## config.mk

```make
export PLATFORM = sky130hd
export DESIGN_NAME = pxl_link
export DESIGN_NICKNAME = d
export VERILOG_FILES = /design/src/rtl/pxl_link_pkg.sv /design/src/rtl/pxl_pair_buf.sv /design/src/rtl/pxl_link.sv
export VERILOG_INCLUDE_DIRS = /design/src /design/src/rtl
export SDC_FILE = /design/constraint.sdc
export NUM_CORES = 1
export LEC_CHECK = 0
export BUFFER_PORTS_ARGS = -buffer_cell sky130_fd_sc_hd__buf_2
export CAP_MARGIN = 5
export CORE_ASPECT_RATIO = 2
export CORE_MARGIN = 1
export CORE_UTILIZATION = 55
export DETAILED_ROUTE_END_ITERATION = 8
export PLACE_DENSITY_LB_ADDON = 0.15
export SLEW_MARGIN = 20
export SYNTH_ARGS = -nofsm -noshare
export SYNTH_HDL_FRONTEND = slang
export SYNTH_SLANG_ARGS = --single-unit
```

## constraint.sdc

```tcl
create_clock -name clk_sys_i -period 5.6 [get_ports clk_sys_i]
set_input_delay 0.56 -clock clk_sys_i [delete_from_list [all_inputs] [get_ports clk_sys_i]]
set_output_delay 0.56 -clock clk_sys_i [all_outputs]
set_load 0.02 [all_outputs]
```

## src/rtl/pxl_link_consts.svh

```systemverilog
`ifndef PXL_LINK_CONSTS_SVH
`define PXL_LINK_CONSTS_SVH

// configuration register, the only upstream address
`define PXL_CFG_ADDR 3'h0
`define PXL_CFG_RESET 16'ha601
`define PXL_CFG_VREF_HI 15
`define PXL_CFG_VREF_LO 14
`define PXL_CFG_VRST_HI 13
`define PXL_CFG_VRST_LO 12
`define PXL_CFG_OFFS_HI 11
`define PXL_CFG_OFFS_LO 10
`define PXL_CFG_GAIN_HI 9
`define PXL_CFG_GAIN_LO 8
`define PXL_CFG_ROWS_HI 7
`define PXL_CFG_ROWS_LO 0

// upstream write frame
`define PXL_UPD_CODE 4'h9
`define PXL_WR_EDGES 5'h18
`define PXL_SH_BITS 23

// downstream word and frame sequence, counts in pixel periods
`define PXL_WORD_BITS 4'hc
`define PXL_ROWS 8'hfa
`define PXL_ROW_PIX 9'h0f9
`define PXL_LAST_ROW_PIX 9'h0f8
`define PXL_SOL_WORDS 9'h003
`define PXL_EOF_WORDS 9'h004
`define PXL_CFG_WORDS 9'h1f9
`define PXL_SYNC_WORDS 9'h0f9
`define PXL_CHG_WORDS 9'h001

// half of one serial bit, in system clocks
`define PXL_HALF_BIT_CYC 8'h02

`endif

```

## src/rtl/pxl_link_pkg.sv

```systemverilog
package pxl_link_pkg;

   typedef enum logic [2:0] {
      PXL_PH_SOL = 3'b000,
      PXL_PH_PIX = 3'b001,
      PXL_PH_EOF = 3'b010,
      PXL_PH_CFG = 3'b011,
      PXL_PH_SYNC = 3'b100,
      PXL_PH_CHG = 3'b101
   } pxl_phase_type;

   typedef struct packed {
      pxl_phase_type phase;
      logic [7:0] hcnt;
      logic half;
      logic [3:0] bitc;
      logic [8:0] wordc;
      logic [7:0] row;
      logic [11:0] shreg;
      logic line;
      logic oe;
      logic underrun;
      logic p_meta;
      logic p_sync;
      logic n_meta;
      logic n_sync;
      logic n_prev;
      logic c_on;
      logic [4:0] ccnt;
      logic [22:0] csh;
      logic [15:0] cfg;
      logic [7:0] rst_first;
   } pxl_state_type;

endpackage

```

## src/rtl/pxl_pair_buf.sv

```systemverilog
`timescale 1ns/1ps
module pxl_pair_buf #(
   parameter int WIDTH = 10,
   parameter int DEPTH = 2
) (
   input wire logic clk_sys_i,
   input wire logic rst_b_i,
   input wire logic [WIDTH-1:0] in_data_i,
   input wire logic in_valid_i,
   output logic in_ready_o,
   output logic [WIDTH-1:0] out_data_o,
   output logic out_valid_o,
   input wire logic out_ready_i
);
   localparam int AW = (DEPTH > 1) ? $clog2(DEPTH) : 1;

   typedef struct packed {
      logic [DEPTH-1:0][WIDTH-1:0] mem;
      logic [AW-1:0] wr;
      logic [AW-1:0] rd;
      logic [AW:0] cnt;
   } pxl_buf_state_type;

   pxl_buf_state_type q;
   pxl_buf_state_type next_q;
   logic push;
   logic pop;

   assign in_ready_o = (q.cnt != (AW+1)'(DEPTH));
   assign out_valid_o = (q.cnt != '0);
   assign out_data_o = q.mem[q.rd];

   always_comb begin
      next_q = q;
      push = in_valid_i && in_ready_o;
      pop = out_valid_o && out_ready_i;
      if (push) begin
         next_q.mem[q.wr] = in_data_i;
         next_q.wr = (q.wr == AW'(DEPTH-1)) ? '0 : q.wr + 1'b1;
      end
      if (pop) begin
         next_q.rd = (q.rd == AW'(DEPTH-1)) ? '0 : q.rd + 1'b1;
      end
      if (push && !pop) begin
         next_q.cnt = q.cnt + 1'b1;
      end else if (pop && !push) begin
         next_q.cnt = q.cnt - 1'b1;
      end
   end

   always_ff @(posedge clk_sys_i or negedge rst_b_i) begin
      if (!rst_b_i) begin
         q <= '0;
      end else begin
         q <= next_q;
      end
   end
endmodule

```

## src/rtl/pxl_link.sv

```systemverilog
`timescale 1ns/1ps
`include "pxl_link_consts.svh"
// Notes on behaviour
// - downstream word: start, ten data bits, stop
// - start one, data msb first, stop zero
// - each bit xored with high-then-low data clock; EOF words held low
// - three all-zero words open every row
// - one 16-bit write-only configuration register
// - write is code, address, content; address zero
// - upstream fields are shifted msb first
// - data sampled on configuration clock rising edge
// - load register on code 1001 after 24 edges
// - clear shift register 24 edges after first high
// - rolling exposure: preceding rows held in reset
// - rows in reset bits 7:0, default 01h
// - bits 15:14 reference voltage, default 10b
// - bits 13:12 pixel reset voltage, default 10b
// - bits 11:10 ramp offset, default 01b
// - bits 9:8 inverse ramp gain, default 10b
// - link open upstream 505 pixel periods after frame
// - upstream: positive line data, negative line clock
module pxl_link
   import pxl_link_pkg::*;
#(
   parameter int PIX_W = 10,
   parameter int BUF_DEPTH = 2,
   parameter logic [7:0] HALF_BIT_CYC = `PXL_HALF_BIT_CYC,
   parameter int ROWS = `PXL_ROWS
) (
   input wire logic clk_sys_i,
   input wire logic rst_b_i,
   input wire logic [PIX_W-1:0] pix_data_i,
   input wire logic pix_valid_i,
   output logic pix_ready_o,
   input wire logic link_p_i,
   output logic link_p_o,
   output logic link_p_oe_o,
   input wire logic link_n_i,
   output logic link_n_o,
   output logic link_n_oe_o,
   output logic config_window_o,
   output logic pix_underrun_o,
   output logic [7:0] readout_row_o,
   output logic [7:0] reset_row_first_o,
   output logic [7:0] rows_in_reset_o,
   output logic [1:0] cds_reference_select_o,
   output logic [1:0] pixel_reset_voltage_select_o,
   output logic [1:0] ramp_offset_select_o,
   output logic [1:0] inverse_gain_select_o
);

   pxl_state_type q;
   pxl_state_type next_q;

   logic [PIX_W-1:0] buf_data;
   logic buf_valid;
   logic buf_pop;
   logic half_en;
   logic word_done;
   logic phase_end;
   logic scl_rise;
   logic [8:0] phase_len;

   // the serializer cannot pause, so the buffer absorbs source jitter
   pxl_pair_buf #(
      .WIDTH(PIX_W),
      .DEPTH(BUF_DEPTH)
   ) u_buf (
      .clk_sys_i(clk_sys_i),
      .rst_b_i(rst_b_i),
      .in_data_i(pix_data_i),
      .in_valid_i(pix_valid_i),
      .in_ready_o(pix_ready_o),
      .out_data_o(buf_data),
      .out_valid_o(buf_valid),
      .out_ready_i(buf_pop)
   );

   function automatic logic [8:0] words_in_phase(input pxl_phase_type ph, input logic [7:0] row);
      logic [8:0] len;
      len = `PXL_CHG_WORDS;
      unique case (ph)
         PXL_PH_SOL: len = `PXL_SOL_WORDS;
         PXL_PH_PIX: len = (row == 8'(ROWS - 1)) ? `PXL_LAST_ROW_PIX : `PXL_ROW_PIX;
         PXL_PH_EOF: len = `PXL_EOF_WORDS;
         PXL_PH_CFG: len = `PXL_CFG_WORDS;
         PXL_PH_SYNC: len = `PXL_SYNC_WORDS;
         PXL_PH_CHG: len = `PXL_CHG_WORDS;
         default: len = `PXL_CHG_WORDS;
      endcase
      return len;
   endfunction

   always_comb begin
      next_q = q;
      buf_pop = 1'b0;
      half_en = (q.hcnt == HALF_BIT_CYC - 8'h01);
      word_done = half_en && q.half && (q.bitc == `PXL_WORD_BITS - 4'h1);
      phase_len = words_in_phase(q.phase, q.row);
      phase_end = word_done && (q.wordc == phase_len - 9'h001);

      // pins pass two flops before anything looks at them
      next_q.p_meta = link_p_i;
      next_q.p_sync = q.p_meta;
      next_q.n_meta = link_n_i;
      next_q.n_sync = q.n_meta;
      next_q.n_prev = q.n_sync;
      scl_rise = q.n_sync && !q.n_prev && (q.phase == PXL_PH_CFG);

      // half-bit enable divider
      next_q.hcnt = half_en ? 8'h00 : q.hcnt + 8'h01;

      // line is held low in EOF and CFG, else bit xor data clock; clock is high in the first half
      if (q.phase == PXL_PH_EOF || q.phase == PXL_PH_CFG) begin
         next_q.line = 1'b0;
      end else begin
         next_q.line = q.shreg[11] ^ !q.half;
      end

      if (half_en) begin
         next_q.half = !q.half;
         if (q.half) begin
            if (word_done) begin
               next_q.bitc = 4'h0;
            end else begin
               next_q.bitc = q.bitc + 4'h1;
               next_q.shreg = {q.shreg[10:0], 1'b0};
            end
         end
      end

      if (word_done) begin
         next_q.wordc = q.wordc + 9'h001;
         if (phase_end) begin
            next_q.wordc = 9'h000;
            unique case (q.phase)
               PXL_PH_SOL: next_q.phase = PXL_PH_PIX;
               PXL_PH_PIX: begin
                  if (q.row == 8'(ROWS - 1)) begin
                     next_q.phase = PXL_PH_EOF;
                  end else begin
                     next_q.phase = PXL_PH_SOL;
                     next_q.row = q.row + 8'h01;
                  end
               end
               PXL_PH_EOF: next_q.phase = PXL_PH_CFG;
               PXL_PH_CFG: next_q.phase = PXL_PH_SYNC;
               PXL_PH_SYNC: next_q.phase = PXL_PH_CHG;
               PXL_PH_CHG: begin
                  next_q.phase = PXL_PH_SOL;
                  next_q.row = 8'h00;
               end
               default: next_q.phase = PXL_PH_SOL;
            endcase
         end
         // load the next word; only pixel words carry data
         next_q.shreg = 12'h000;
         if (next_q.phase == PXL_PH_PIX) begin
            buf_pop = buf_valid;
            next_q.underrun = !buf_valid;
            next_q.shreg = {1'b1, buf_valid ? buf_data : {PIX_W{1'b0}}, 1'b0};
         end
      end

      // pins are released only while the upstream window is open
      next_q.oe = (next_q.phase != PXL_PH_CFG);

      // upstream configuration write
      if (q.phase != PXL_PH_CFG) begin
         next_q.c_on = 1'b0;
         next_q.ccnt = 5'h00;
         next_q.csh = '0;
      end else if (scl_rise) begin
         if (!q.c_on) begin
            if (q.p_sync) begin
               next_q.c_on = 1'b1;
               next_q.ccnt = 5'h01;
               next_q.csh = {22'h0, 1'b1};
            end
         end else if (q.ccnt == `PXL_WR_EDGES - 5'h01) begin
            if (q.csh[22:19] == `PXL_UPD_CODE && q.csh[18:16] == `PXL_CFG_ADDR) begin
               next_q.cfg = q.csh[15:0];
            end
            next_q.c_on = 1'b0;
            next_q.ccnt = 5'h00;
            next_q.csh = '0;
         end else begin
            next_q.ccnt = q.ccnt + 5'h01;
            next_q.csh = {q.csh[21:0], q.p_sync};
         end
      end

      // first of the rows held in reset ahead of the readout row
      if (q.row >= q.cfg[`PXL_CFG_ROWS_HI:`PXL_CFG_ROWS_LO]) begin
         next_q.rst_first = q.row - q.cfg[`PXL_CFG_ROWS_HI:`PXL_CFG_ROWS_LO];
      end else begin
         next_q.rst_first = 8'(q.row + 8'(ROWS) - q.cfg[`PXL_CFG_ROWS_HI:`PXL_CFG_ROWS_LO]);
      end
   end

   always_ff @(posedge clk_sys_i or negedge rst_b_i) begin
      if (!rst_b_i) begin
         q <= '0;
         q.phase <= PXL_PH_SOL;
         q.oe <= 1'b1;
         q.cfg <= `PXL_CFG_RESET;
      end else begin
         q <= next_q;
      end
   end

   // negative line is the complement while driving
   assign link_p_o = q.line;
   assign link_n_o = !q.line;
   assign link_p_oe_o = q.oe;
   assign link_n_oe_o = q.oe;
   assign config_window_o = !q.oe;
   assign pix_underrun_o = q.underrun;
   assign readout_row_o = q.row;
   assign reset_row_first_o = q.rst_first;
   // values 249 to 255 are passed on unchecked; software must avoid them
   assign rows_in_reset_o = q.cfg[`PXL_CFG_ROWS_HI:`PXL_CFG_ROWS_LO];
   assign cds_reference_select_o = q.cfg[`PXL_CFG_VREF_HI:`PXL_CFG_VREF_LO];
   assign pixel_reset_voltage_select_o = q.cfg[`PXL_CFG_VRST_HI:`PXL_CFG_VRST_LO];
   assign ramp_offset_select_o = q.cfg[`PXL_CFG_OFFS_HI:`PXL_CFG_OFFS_LO];
   assign inverse_gain_select_o = q.cfg[`PXL_CFG_GAIN_HI:`PXL_CFG_GAIN_LO];
endmodule

```

### After elaboration in Yosys (flattened, before gate mapping)

Index checks and enable logic that the tools add are counted.

| storage, ports and cells | value |
|---|---|
| register bits | 130 |
| input bits | 15 |
| output and inout port bits | 39 |
| logic and storage cells | 133 |

| cells by class | value |
|---|---|
| add/subtract/negate cells | 13 |
| magnitude comparators | 4 |
| equal/unequal tests | 16 |
| mux-type cells | 39 |
| bitwise gates (word level) | 2 |
| reductions and logical operators | 34 |

Operators by type and width:

| kind | number |
|---|---|
| $mux W29 | 3 |
| $mux W12 | 4 |
| $mux W16 | 3 |
| $mux W45 | 1 |
| $pmux W9 S5 | 1 |
| $mux W10 | 4 |
| $mux W28 | 1 |
| $mux W8 | 3 |
| $bwmux W20 | 1 |
| $mux W17 | 1 |
| $add A8 B1 Y8 const B | 2 |
| $pmux W8 S2 | 1 |
| $sub A8 B8 Y8 | 2 |
| $pmux W3 S5 | 1 |
| $reduce_bool A2 Y1 | 6 |
| $logic_and A1 B1 Y1 | 11 |
| $demux W10 S1 | 1 |
| $add A9 B1 Y9 const B | 1 |
| $eq A9 B9 Y1 | 1 |
| $mux W3 | 3 |
| $sub A9 B1 Y9 const B | 1 |
| $add A8 B8 Y8 const B | 1 |
| $eq A4 B4 Y1 const B | 2 |
| $eq A8 B1 Y1 const B | 1 |
| other kinds (27) | 52 |

### Depth between registers and ports, before layout

| depth | value |
|---|---|
| depth in word-level cells | 15 |
| mapped depth | 19 |
| depth with buffers taken out | 19 |

### Cells and area by module

From an unflattened synthesis, not the netlist that was laid out.

| unflattened totals | value |
|---|---|
| cells, all modules | 661 |
| area, all modules | 7029.2 um2 |

By module, submodules not included:

| module | instances | cells an instance | area an instance (um2) |
|---|---|---|---|
| pxl_link | 1 | 591 | 5876.9 |
| pxl_pair_buf | 1 | 70 | 1152.4 |

### Worst setup path before layout

OpenSTA, ideal clock, no wires.

| timing | value |
|---|---|
| kind | register to register |
| start | register q[103] in the netlist's numbering |
| end | register u_buf.q[1] in the netlist's numbering |
| setup time | 79 ps |
| data arrival time | 3913 ps |
| required time | 5521 ps |
| setup slack | 1608 ps |
| stages on the path, launching flop included | 18 |
| clock period less this slack | 3992 ps |
| cells stage by stage | dfrtp_1 -> clkbuf_1 -> inv_1 -> nor2_1 -> nand2_1 -> a21oi_1 -> ha_1 -> a21boi_0 -> ha_1 -> xor2_1 -> nand4_1 -> or4_4 -> nor3_2 -> mux2i_1 -> or2_2 -> ha_1 -> nor2_1 -> xor2_1 |

| between the ends | value |
|---|---|
| cells in the longest elaborated chain, start to end | 14 |
| elaborated cells between the ends (all ways) | 21 |

Ends and longest elaborated chain:

| element | RTL line | source |
|---|---|---|
| start, declared | pxl_link.sv:52 | `pxl_state_type q;` |
| start signal, assigned | pxl_link.sv:208 | `q <= next_q;` |
| $eq A3 B3 Y1 (tied with other cells) | pxl_link.sv:82, pxl_link.sv:136 |  |
| $pmux W9 S5 | pxl_link.sv:82 | `unique case (ph)` |
| $sub A9 B1 Y9 | pxl_link.sv:100 | `phase_end = word_done && (q.wordc == phase_len - 9'h001);` |
| $eq A9 B9 Y1 | pxl_link.sv:100 |  |
| $logic_and A1 B1 Y1 | pxl_link.sv:100 |  |
| $mux W3 * | pxl_link.sv:134 | `if (phase_end) begin` |
| $mux W3 * | pxl_link.sv:132 | `if (word_done) begin` |
| $eq A3 B1 Y1 * | pxl_link.sv:158 | `if (next_q.phase == PXL_PH_PIX) begin` |
| $mux W1 * | pxl_link.sv:158 |  |
| $mux W1 * | pxl_link.sv:132 |  |
| $logic_and A1 B1 Y1 * | pxl_pair_buf.sv:36 | `pop = out_valid_o && out_ready_i;` |
| $logic_not A1 Y1 | pxl_pair_buf.sv:44 | `if (push && !pop) begin` |
| $logic_and A1 B1 Y1 | pxl_pair_buf.sv:44 |  |
| $mux W2 / $reduce_bool A2 Y1 (equally long branches) | -- |  |
| end signal, assigned | pxl_pair_buf.sv:55 | `q <= next_q;` |
| end, declared | pxl_pair_buf.sv:24 | `pxl_buf_state_type q;` |

Mark *: on every way between the ends. The rest lies on a longest branch, timed or not. The select of a mux whose other input is x is not followed.
A chain may end at the register's enable or synchronous reset.

### Final worst setup path

| timing | value |
|---|---|
| start | register q, in the netlist readout_row_o[3] |
| end | register u_buf.q[1] in the netlist's numbering |

| between the ends | value |
|---|---|
| cells in the longest elaborated chain, start to end | 15 |
| elaborated cells between the ends (all ways) | 19 |

Ends and longest elaborated chain:

| element | RTL line |
|---|---|
| $eq A8 B8 Y1 * | pxl_link.sv:84, pxl_link.sv:139 |
| $mux W1 (no source line) | -- |
| $pmux W9 S5 | pxl_link.sv:82 |
| $sub A9 B1 Y9 | pxl_link.sv:100 |
| $eq A9 B9 Y1 | pxl_link.sv:100 |
| $logic_and A1 B1 Y1 | pxl_link.sv:100 |
| $mux W3 * | pxl_link.sv:134 |
| $mux W3 * | pxl_link.sv:132 |
| $eq A3 B1 Y1 * | pxl_link.sv:158 |
| $mux W1 * | pxl_link.sv:158 |
| $mux W1 * | pxl_link.sv:132 |
| $logic_and A1 B1 Y1 * | pxl_pair_buf.sv:36 |
| $logic_not A1 Y1 | pxl_pair_buf.sv:44 |
| $logic_and A1 B1 Y1 | pxl_pair_buf.sv:44 |
| $mux W2 / $reduce_bool A2 Y1 (equally long branches) | -- |

Marks and branches as above.

==> results.ini <==
[outcome]
status=completed

[detailed_routing]
drt_iter0_drc=239
avgViaCountPerCell=5.81
vias=4790
drc=0
firstDrtPassIters=5
routed_wl_um=13700
post_drt_wl_per_cell_um=16.6
postRouteAntennaNets=0

[critical_path]
critPathRequiredTime_ns=5.95
critical_path.endpoint=u_buf.q[1]
start_kind=flop
reg2reg_slack_ns=1.14
critPathMaxFanout=11
crit_arrival_ns=4.80
worstReg2RegStart=readout_row_o[3]
cp-end-kind=flop
r2r_end=u_buf.q[1]
startpoint=readout_row_o[3]
worst-setup-path-type=flop to flop
ff2ff_path_depth=18

[yosys]
syn_nets=694
synth-edff-count=0
synth_top_cell_area_share_pct=45.6
yosysWarnings=0
syn-cell-area_mm2=0.00675
syn_inst=646
synth-async-reset-ratio_pct=100
synth_cell_types=56
synth_ff_type=dfrtp_1
ys_top_cells_by_area=dfrtp_1 (46%), ha_1 (5.6%), mux2_2 (5.2%)
postSynthAreaPerCell_um2=10.5
yosysMostFrequentCell=dfrtp_1
synth.yosys.seq_area_share_pct=47.9
synth_top_area_cell=dfrtp_1
synth_common_cells=dfrtp_1 (123), nor2_1 (47), nand2_1 (42), inv_1 (34), buf_4 (33)
synth-seq-cells=129

[grt]
grt_first_pass_wirelength_um=23300
track_usage_pct=23.5
first_global_vias=5024
antenna_found_initial=0
grt_max_degree=71
gr-total-overflow=0

[finish]
insertedDiodeCount=0
multi_input_area_mm2=0.00305
area_growth_pct=10.8
finalNonFillerCells=825
drive_gt1_share_pct=20.1
final.fill_count=999
seqCellArea_mm2=0.00324
final_nets=715

[cts]
htree_levels=4
clkSinkCount=129
cts_buffer_depth=2
clkTransAtPathRegs_ns=0.07
cts_setup_buffers=0
cts_resized=0
cts_inserted_buffers=17
cts_root_buffer=clkbuf_16
hold_buffers=0
cts_tree=built
clk_latency_ns=0.42

[sta]
period_share_pct=79.6
setup-violations-final=0
clock.fmax_mhz=224
clock_skew_ns=0.0125
setup_tns_ns=0
rsz0062_at_grt=no
slew_violations=0
worst_slew_pin_slew_ns=1.01
slew_headroom_pct=32.5
min_period_ns=4.46
final_hold_viol_count=0

[floorplanning]
ios=54
die_width_um=80.4
initial_core_util_pct=57.0
die_area_mm2=0.0128
core_region_area_mm2=0.0118
rows=56
fp.dieH_um=159

[job]
drv_cap=0

[place]
dp_hpwl_um=9810
port_buffers=53
placedCellCount=793
gp_congestion=0.871

[pwr]
p_leak_nw=3.53
p_total_mw=2.35
ir_worst_vdd_mv=0.303
p_per_area_mw_per_mm2=314

[min_path]
min_path_type=input port to async pin

==> through the flow <==
step	worst slack [ns]	util (%)	area, um2	hold slack [ns]
4_1_cts	1.17	63.2	7480	0.233
5_1_grt	0.589	63.2	7480	0.241
6_report	1.14	63.2	7480	0.187
3_5_place_dp	1.21	58.3	6910	0.346
3_3_place_gp	1.43	58.3	6910	0.337
2_1_floorplan	1.61	-	6750	0.264
==> area by class of cell <==
class / instances / area share (%)
inverters: 34 / 1.71
clock buffers: 18 / 5.87
flip-flops and latches: 129 / 43.3
repair buffers: 59 / 4.18
clock inverters: 14 / 1.81
well taps: 145 / 2.43
multi-input cells: 426 / 40.8
==> layer usage <==
metal	part of all wire [%]	global-route usage [%]	vias up
met5	0	0	-
met4	4.0	13.0	0
met3	3.5	4.60	36
met2	55	41.3	121
met1	37	25.4	2354
li1	-	-	2279
==> state kept, by name (all words and copies together) (netlist names) <==
name,cells
pix_underrun_o,1
ramp_offset_select_o,2
rows_in_reset_o,8
link_p_o,1
u_buf.q,24
cds_reference_select_o,2
pixel_reset_voltage_select_o,2
reset_row_first_o,8
q,67
readout_row_o,8
next_q,3
link_n_oe_o,1
inverse_gain_select_o,2
==> worst min path at each step <==
| stage | startpoint | to | slack, ns | depth (start not counted) |
|---|---|---|---|---|
| 5_1_grt | link_n_i | next_q[54] | 0.24 | 1 |
| 3_3_place_gp | next_q[54] | next_q[53] | 0.34 | 0 |
| 3_5_place_dp | next_q[54] | next_q[53] | 0.35 | 0 |
| 4_1_cts | rst_b_i | reset_row_first_o[6] | 0.23 | 1 |
| 6_report | rst_b_i | reset_row_first_o[5] | 0.19 | 1 |
| 2_1_floorplan | rst_b_i | cds_reference_select_o[0] | 0.26 | 0 |
==> critical path: stages (launching register included) <==
cell	delay [ns]
dfrtp_1	0.54
nand4_1	0.26
nor3_1	0.41
nand2_1	0.09
a21oi_1	0.22
ha_1	0.28
a21boi_0	0.21
ha_1	0.27
xor2_1	0.15
nand4_1	0.10
or4_4	0.44
nor3_2	0.18
mux2i_1	0.11
buf_4	0.20
or2_2	0.30
ha_1	0.21
xor2_1	0.14
nor2_1	0.12
xor2_1	0.15
==> cell families (layout without fill, tap and decap cells) <==
family | after synthesis | count (layout) | share of synthesized area, %
AOI/OAI and AO/OA | 124 | 124 | 12.2
xor gates and xnor gates | 39 | 39 | 5.06
adders and majority gates | 33 | 33 | 6.45
buffers and inverters | 91 | 125 | 6.93
DFF | 129 | 129 | 47.9
muxes | 44 | 44 | 7.10
and+or+nand+nor | 186 | 186 | 14.3
==> power breakdown <==
group,total [mW],internal [mW],switching (mW)
combinational,0.215,0.115,0.100
clock,1.07,0.601,0.464
sequential,1.07,1.02,0.0483
total,2.35,1.74,0.613
==> cells in the final DEF, fill, tap and decap left out, types with 4 or more instances in the layout <==
| cell | synthesis | layout |
|---|---|---|
| xor2_1 | 17 | 17 |
| and3_1 | 14 | 14 |
| and2_1 | 5 | 5 |
| nor2_1 | 47 | 47 |
| dfrtp_1 | 123 | 123 |
| nand2_1 | 42 | 42 |
| buf_4 | 33 | 7 |
| a21o_1 | 4 | 4 |
| nand2b_1 | 5 | 5 |
| or3_1 | 10 | 10 |
| o211ai_1 | 5 | 5 |
| nand3_1 | 17 | 17 |
| inv_1 | 34 | 34 |
| o21ai_0 | 32 | 32 |
| nor2b_1 | 4 | 4 |
| xnor2_1 | 22 | 22 |
| inv_6 | 0 | 8 |
| mux2_2 | 31 | 31 |
| mux2i_1 | 13 | 13 |
| clkbuf_16 | 0 | 17 |
| dfstp_2 | 6 | 6 |
| buf_2 | 2 | 52 |
| o31ai_1 | 14 | 14 |
| nand4_1 | 9 | 9 |
| a21oi_1 | 26 | 26 |
| a22o_1 | 25 | 25 |
| ha_1 | 30 | 30 |
| nor3_1 | 8 | 8 |
No activity file was read; power rests on OpenSTA's default activity.
